$ cat src/qb_ports_pkg.sv
// Constants shared by the quasi-bidirectional port block.
package qb_ports_pkg;
	localparam int          PORT_WIDTH         = 8;
	localparam int          STRONG_HIGH_CYCLES = 2;
	localparam logic [7:0]  LATCH_RESET        = 8'hFF;
	localparam logic [7:0]  P4_CFG_RESET_EA0   = 8'hFF;
	localparam logic [7:0]  P4_CFG_RESET_EA1   = 8'h00;
	localparam logic [7:0]  P4_OUT_RESET_EA0   = 8'h0E;
	localparam int          P4_CE_LSB          = 0;
	localparam int          P4_ADDR_LSB        = 4;
	localparam int          P5_CAN_TX_BIT      = 0;
	localparam int          P5_CAN_RX_BIT      = 1;
	localparam int          P5_TIMER_BIT       = 2;
	localparam int          P5_PCE_LSB         = 4;
	localparam int          P6_CE4_BIT         = 0;
	localparam int          P6_CE7_BIT         = 3;
	localparam int          P6_ADDR_LSB        = 4;
	localparam int          P6_SER_RX_BIT      = 6;
	localparam int          P6_SER_TX_BIT      = 7;
endpackage

$ cat src/qb_ports.sv
// Ports 4, 5 and 6 with quasi-bidirectional pins and alternate functions.
// Function
// - Port 4 pins selectable per configuration register
// - Reset, access low: pins 3..1 chip enables high
// - Reset, access low: pins 7..4, 0 driven low
// - Port 4 carries chip enables 0-3, address 16-19
// - Port 5 resets to weak-pullup ones
// - A pin at one acts as input
// - Writing zero holds strong pulldown until one
// - Zero-to-one write gives brief strong high
// - Port 5: CAN transmit, receive, timer input
// - Port 5 pins 4-7 peripheral chip enables
// - Port 6 resets to ones, multiple roles
// - Port 6 pin 0 chip enable four
// - Port 6: enable seven, address 20-21, serial
module qb_ports #(
	parameter int W = qb_ports_pkg::PORT_WIDTH
) (
	input  wire logic         core_clk,
	input  wire logic         rst,
	input  wire logic         external_access_select,
	input  wire logic         cfg_wr,
	input  wire logic [W-1:0] cfg_wdata,
	input  wire logic [2:0]   port_wr,
	input  wire logic [W-1:0] port_wdata,
	input  wire logic [W-1:0] p5_alt_en,
	input  wire logic [W-1:0] p6_alt_en,
	input  wire logic [3:0]   program_chip_select_low,
	input  wire logic [3:0]   upper_address_low,
	input  wire logic [1:0]   upper_address_high,
	input  wire logic         program_chip_select_four,
	input  wire logic         program_chip_select_seven,
	input  wire logic [3:0]   peripheral_select,
	input  wire logic         can_transmit_out,
	input  wire logic         third_serial_transmit,
	input  wire logic [W-1:0] p4_in,
	input  wire logic [W-1:0] p5_in,
	input  wire logic [W-1:0] p6_in,
	output logic [W-1:0]      memory_port_config_register,
	output logic [W-1:0]      p4_out,
	output logic [W-1:0]      p4_oe,
	output logic [W-1:0]      p5_out,
	output logic [W-1:0]      p5_oe,
	output logic [W-1:0]      p5_pullup,
	output logic [W-1:0]      p6_out,
	output logic [W-1:0]      p6_oe,
	output logic [W-1:0]      p6_pullup,
	output logic [W-1:0]      p4_read,
	output logic [W-1:0]      p5_read,
	output logic [W-1:0]      p6_read,
	output logic              can_receive_in,
	output logic              third_timer_input,
	output logic              third_serial_receive
);
	logic [W-1:0] cfg_reg;
	logic [W-1:0] p4_cfg_en;
	logic [W-1:0] p4_alt_val;
	logic [W-1:0] p5_alt_val;
	logic [W-1:0] p6_alt_val;

	logic         p4_wr;
	logic         p5_wr;
	logic         p6_wr;

	logic [W-1:0] p4_rd;
	logic [W-1:0] p5_rd;
	logic [W-1:0] p6_rd;

	logic [W-1:0] p4_read_reg;
	logic [W-1:0] p5_read_reg;
	logic [W-1:0] p6_read_reg;

	// Port 4 configuration register; reset clears it, so with access high every pin is plain I/O.
	always_ff @(posedge core_clk) begin
		if (rst) begin
			cfg_reg <= qb_ports_pkg::P4_CFG_RESET_EA1;
		end else if (cfg_wr) begin
			cfg_reg <= cfg_wdata;
		end
	end

	// Each strobe bit writes the latch of its own port.
	always_comb begin
		p4_wr = port_wr[0];
		p5_wr = port_wr[1];
		p6_wr = port_wr[2];
	end

	// With access low, every port 4 pin is forced to its memory role.
	always_comb begin
		if (external_access_select) begin
			p4_cfg_en = cfg_reg;
		end else begin
			p4_cfg_en = cfg_reg | qb_ports_pkg::P4_CFG_RESET_EA0;
		end
	end

	// Port 4 memory roles: chip enables low, upper address high.
	always_comb begin
		p4_alt_val = '0;
		p4_alt_val[qb_ports_pkg::P4_CE_LSB +: 4]   = program_chip_select_low;
		p4_alt_val[qb_ports_pkg::P4_ADDR_LSB +: 4] = upper_address_low;
	end

	// Port 5 roles; input-only pins keep a released high level.
	always_comb begin
		p5_alt_val = '1;
		p5_alt_val[qb_ports_pkg::P5_CAN_TX_BIT]  = can_transmit_out;
		p5_alt_val[qb_ports_pkg::P5_CAN_RX_BIT]  = 1'b1;
		p5_alt_val[qb_ports_pkg::P5_TIMER_BIT]   = 1'b1;
		p5_alt_val[qb_ports_pkg::P5_PCE_LSB +: 4] = peripheral_select;
	end

	// Port 6 roles; the serial receive pin stays released high.
	always_comb begin
		p6_alt_val = '1;
		p6_alt_val[qb_ports_pkg::P6_CE4_BIT]       = program_chip_select_four;
		p6_alt_val[qb_ports_pkg::P6_CE7_BIT]       = program_chip_select_seven;
		p6_alt_val[qb_ports_pkg::P6_ADDR_LSB +: 2] = upper_address_high;
		p6_alt_val[qb_ports_pkg::P6_SER_RX_BIT]    = 1'b1;
		p6_alt_val[qb_ports_pkg::P6_SER_TX_BIT]    = third_serial_transmit;
	end

	// Port 4 pins; an enabled role overrides the latch.
	genvar i4;
	generate
		for (i4 = 0; i4 < W; i4++) begin : g_p4
			qb_pin u_pin (
				.core_clk    (core_clk),
				.rst         (rst),
				.wr_en       (p4_wr),
				.wr_bit      (port_wdata[i4]),
				.alt_en      (p4_cfg_en[i4]),
				.alt_out     (p4_alt_val[i4]),
				.pin_in      (p4_in[i4]),
				.latch       (),
				.pin_out     (p4_out[i4]),
				.pin_oe      (p4_oe[i4]),
				.weak_pullup (),
				.read_bit    (p4_rd[i4])
			);
		end
	endgenerate

	// Port 5 pins with quasi-bidirectional drive.
	genvar i5;
	generate
		for (i5 = 0; i5 < W; i5++) begin : g_p5
			qb_pin u_pin (
				.core_clk    (core_clk),
				.rst         (rst),
				.wr_en       (p5_wr),
				.wr_bit      (port_wdata[i5]),
				.alt_en      (p5_alt_en[i5]),
				.alt_out     (p5_alt_val[i5]),
				.pin_in      (p5_in[i5]),
				.latch       (),
				.pin_out     (p5_out[i5]),
				.pin_oe      (p5_oe[i5]),
				.weak_pullup (p5_pullup[i5]),
				.read_bit    (p5_rd[i5])
			);
		end
	endgenerate

	// Port 6 pins with quasi-bidirectional drive.
	genvar i6;
	generate
		for (i6 = 0; i6 < W; i6++) begin : g_p6
			qb_pin u_pin (
				.core_clk    (core_clk),
				.rst         (rst),
				.wr_en       (p6_wr),
				.wr_bit      (port_wdata[i6]),
				.alt_en      (p6_alt_en[i6]),
				.alt_out     (p6_alt_val[i6]),
				.pin_in      (p6_in[i6]),
				.latch       (),
				.pin_out     (p6_out[i6]),
				.pin_oe      (p6_oe[i6]),
				.weak_pullup (p6_pullup[i6]),
				.read_bit    (p6_rd[i6])
			);
		end
	endgenerate

	// Port 4 pin levels are registered once for reads.
	always_ff @(posedge core_clk) begin
		if (rst) begin
			p4_read_reg <= qb_ports_pkg::LATCH_RESET;
		end else begin
			p4_read_reg <= p4_rd;
		end
	end

	// Port 5 pin levels feed reads and the alternate inputs.
	always_ff @(posedge core_clk) begin
		if (rst) begin
			p5_read_reg <= qb_ports_pkg::LATCH_RESET;
		end else begin
			p5_read_reg <= p5_rd;
		end
	end

	// Port 6 pin levels feed reads and the serial receive input.
	always_ff @(posedge core_clk) begin
		if (rst) begin
			p6_read_reg <= qb_ports_pkg::LATCH_RESET;
		end else begin
			p6_read_reg <= p6_rd;
		end
	end

	// Registered values leave the block here.
	assign memory_port_config_register = cfg_reg;
	assign p4_read              = p4_read_reg;
	assign p5_read              = p5_read_reg;
	assign p6_read              = p6_read_reg;
	assign can_receive_in       = p5_read_reg[qb_ports_pkg::P5_CAN_RX_BIT];
	assign third_timer_input    = p5_read_reg[qb_ports_pkg::P5_TIMER_BIT];
	assign third_serial_receive = p6_read_reg[qb_ports_pkg::P6_SER_RX_BIT];
endmodule

$ cat src/qb_pin.sv
// One quasi-bidirectional pin: latch, strong pulldown, brief strong pull-up.
module qb_pin #(
	parameter int STRONG_CYCLES = qb_ports_pkg::STRONG_HIGH_CYCLES
) (
	input  wire logic core_clk,
	input  wire logic rst,
	input  wire logic wr_en,
	input  wire logic wr_bit,
	input  wire logic alt_en,
	input  wire logic alt_out,
	input  wire logic pin_in,
	output logic      latch,
	output logic      pin_out,
	output logic      pin_oe,
	output logic      weak_pullup,
	output logic      read_bit
);
	logic       latch_reg;
	logic       drive_val;
	logic       prev_val_reg;
	logic [3:0] kick_reg;

	always_ff @(posedge core_clk) begin
		if (rst) begin
			latch_reg <= 1'b1;
		end else if (wr_en) begin
			latch_reg <= wr_bit;
		end
	end

	assign drive_val = alt_en ? alt_out : latch_reg;

	always_ff @(posedge core_clk) begin
		if (rst) begin
			prev_val_reg <= 1'b1;
		end else begin
			prev_val_reg <= drive_val;
		end
	end

	always_ff @(posedge core_clk) begin
		if (rst) begin
			kick_reg <= 4'h0;
		end else if (drive_val && !prev_val_reg) begin
			kick_reg <= 4'(STRONG_CYCLES - 1);
		end else if (!drive_val) begin
			kick_reg <= 4'h0;
		end else if (kick_reg != 4'h0) begin
			kick_reg <= kick_reg - 4'h1;
		end
	end

	assign latch       = latch_reg;
	// The strong high starts in the cycle of the rise, then the counter holds it one cycle more.
	assign pin_oe      = !drive_val || !prev_val_reg || (kick_reg != 4'h0);
	assign pin_out     = drive_val;
	assign weak_pullup = drive_val;
	assign read_bit    = pin_in;
endmodule

$ cat config.mk
export PLATFORM = sky130hd
export DESIGN_NAME = qb_ports
export DESIGN_NICKNAME = d
export VERILOG_FILES = /design/src/qb_ports_pkg.sv /design/src/qb_ports.sv /design/src/qb_pin.sv
export SDC_FILE = /design/constraint.sdc
export NUM_CORES = 1
export LEC_CHECK = 0
export BUFFER_PORTS_ARGS = -buffer_cell sky130_fd_sc_hd__buf_4
export CORE_ASPECT_RATIO = 0.9
export CORE_MARGIN = 5
export CORE_UTILIZATION = 40
export DETAILED_ROUTE_END_ITERATION = 8
export PLACE_DENSITY = 0.68
export SLEW_MARGIN = 20
export SYNTH_ARGS = -nofsm -noshare
export SYNTH_HDL_FRONTEND = slang
export SYNTH_HIERARCHICAL = 1
export SYNTH_SLANG_ARGS = --single-unit
$ cat constraint.sdc
create_clock -name core_clk -period 2.8 [get_ports core_clk]
set_clock_uncertainty 0.1 [all_clocks]
set_input_delay 0.14 -clock core_clk [delete_from_list [all_inputs] [get_ports core_clk]]
set_output_delay 0.14 -clock core_clk [all_outputs]
set_load 0.005 [all_outputs]
==> impl_metrics.csv <==
group,metric,value,unit
route,antenna_left,0,
clock_network,htree_num_levels,4,
power_and_ir_drop,powerDensity,912,nW/um^2
layout,layout-area-overhead-vs-synth,33.4,%
route,vias,6085,
clock_network,clk-insertion-delay-late,0.44,ns
timing,tightest_slew,0.533,ns
setup_path,end_kind,"primary output",
hold_path,hold_path_startpoint,"port_wr[2]",
timing,finalMaxSlewViolations,0,
grt,grt_use_total,15.2,%
route,drc,0,
route,wirelength,18000,microns
timing,period_minus_slack,1.90,ns
die,dieArea,24300,sq um
power_and_ir_drop,peakVddDrop,0.000417,V
clock_network,path_clk_slew,0.07,ns
placement,hpwl,12200,microns
timing,fmaxAchievable,525,MHz
die,std_cell_rows,50,
placement,place_congestion,0.785,
clock_network,clock-sinks,176,
timing,fin_crit_sh,68.0,%
grt,first_global_vias,6239,
layout,layout-drive-gt1-share,34.6,%
die,fp.dieH,148,microns
layout,layout_common_cells,"180 x buf_4, 176 x dfxtp_1, 83 x dlygate4sd3_1",
grt,antenna_found_initial,0,
logic_synthesis,avgSynthCellArea,10.9,sq um
setup_path,crit_end,"p4_oe[3]",
logic_synthesis,synth_area,8500,sq um
route,dr.pass1.iters,4,
job,drv_cap,0,
grt,grt_max_degree,71,
placement,dp_cells,1202,
die,core,20800,sq um
hold_path,hold_depth,2,
grt,grt-ovfl-total,0,
layout,fillCellCount,1819,
setup_path,cp_data_required_time,2.56,ns
placement,io_buffers,179,
die,io_pins,180,
layout,final_cells,1317,
layout,nets,1147,
clock_network,cts_tree,"done",
setup_path,critPathLaunch,"g_p4[3].u_pin/kick_reg[1]",
outcome,status,"finished, final reports clean",
logic_synthesis,ys_warn_count,6,
layout,seq_area,3520,sq um
hold_path,hold_path.class,"input pin to register",
layout,final_util,54.4,%
clock_network,post_cts_buffers,0,
logic_synthesis,syn_inst,776,
timing,relSlewSlack,64.4,%
route,drt_iter0_markers,184,
clock_network,cts_root_buffer,"clkbuf_16",
power_and_ir_drop,leakage,0.00461,uW
layout,multiInputGateArea,4450,sq um
grt,grt_pass1_wl,30300,microns
setup_path,rr_startpoint,"g_p6[0].u_pin/latch",
clock_network,clk_path_buf_depth,2,
route,viasPerCell,4.62,
timing,setup_tns,0,ns
setup_path,reg2reg_slack,1.11,ns
setup_path,reg2reg_depth,3,
clock_network,numCtsBuffers,17,
setup_path,arrival,1.66,ns
die,initial_core_util,40.8,%
layout,antennaDiodeCount,0,
die,chipWidth,164,microns
setup_path,crit_fanout,6,
timing,setup-violations-final,0,
route,avgRoutedWirePerCell,13.6,microns
layout,layout_commonest_cell,"buf_4",
timing,hold_viol,0,
setup_path,critical_path_class,"register to primary output",
timing,rsz0062_at_grt,"false",
setup_path,r2r_end,"g_p6[0].u_pin/prev_val_reg",
setup_path,startpoint_type,"register",
[per-layer routing]
| layer | wire (microns) | vias to the layer above | part of all wire [%] | GRT usage [%] |
|---|---|---|---|---|
| li1 | - | 3125 | - | - |
| met1 | 8320 | 2814 | 46 | 19.5 |
| met2 | 8340 | 136 | 46 | 25.0 |
| met3 | 1160 | 10 | 6.5 | 5.15 |
| met4 | 146 | 0 | 0.81 | 3.40 |
| met5 | 0 | - | 0 | 0 |
[where the power goes]
group	internal, uW	switching, uW
sequential	2990	397
clock	1300	1140
combinational	2440	2070
total	6730	3610
[area by class of cell]
cell class / count / share of cell area [%]
Timing Repair Buffer: 265 / 19.5
Clock inverter: 14 / 1.64
Multi-Input combinational cell: 510 / 39.2
Tap cell: 286 / 3.16
Sequential cell: 176 / 31.1
Inverter: 48 / 1.59
Clock buffer: 18 / 3.79
[worst max-delay path, stage by stage (launching register included)]
cell     delay, ns
dfxtp_1       0.31
inv_1         0.10
ha_1          0.16
nor3b_4       0.35
nand3_1       0.16
buf_4         0.16
[through the flow]
| step | total power (uW) | setup slack [ns] | area [sq um] | hold WS [ns] |
|---|---|---|---|---|
| after floorplan | 6870 | 1.46 | 8510 | 0.109 |
| after global placement | 7810 | 1.34 | 9890 | 0.217 |
| after detailed placement | 7870 | 1.31 | 9890 | 0.222 |
| after CTS | 10500 | 0.854 | 11300 | 0.00397 |
| after global routing | 11100 | 0.748 | 11300 | 0.0246 |
| final | 10300 | 0.895 | 11300 | 0.0165 |
[worst min-delay path by stage]
| stage | to | slack [ns] |
|---|---|---|
| floorplan | g_p4[0].u_pin/kick_reg[1] | 0.11 |
| global placement | p5_read[4] | 0.22 |
| detailed placement | p6_read[3] | 0.22 |
| CTS | g_p6[1].u_pin/latch | 0.004 |
| global route | g_p5[3].u_pin/prev_val_reg | 0.02 |
| finish | g_p6[1].u_pin/latch | 0.02 |
[repair_timing]
| item | CTS | global route |
|---|---|---|
| hold buffers | 83 | 0 |
| resized for setup | 0 | 0 |
| endpoints found under the hold margin | 79 | 0 |
(Power assumes the default switching activity.)
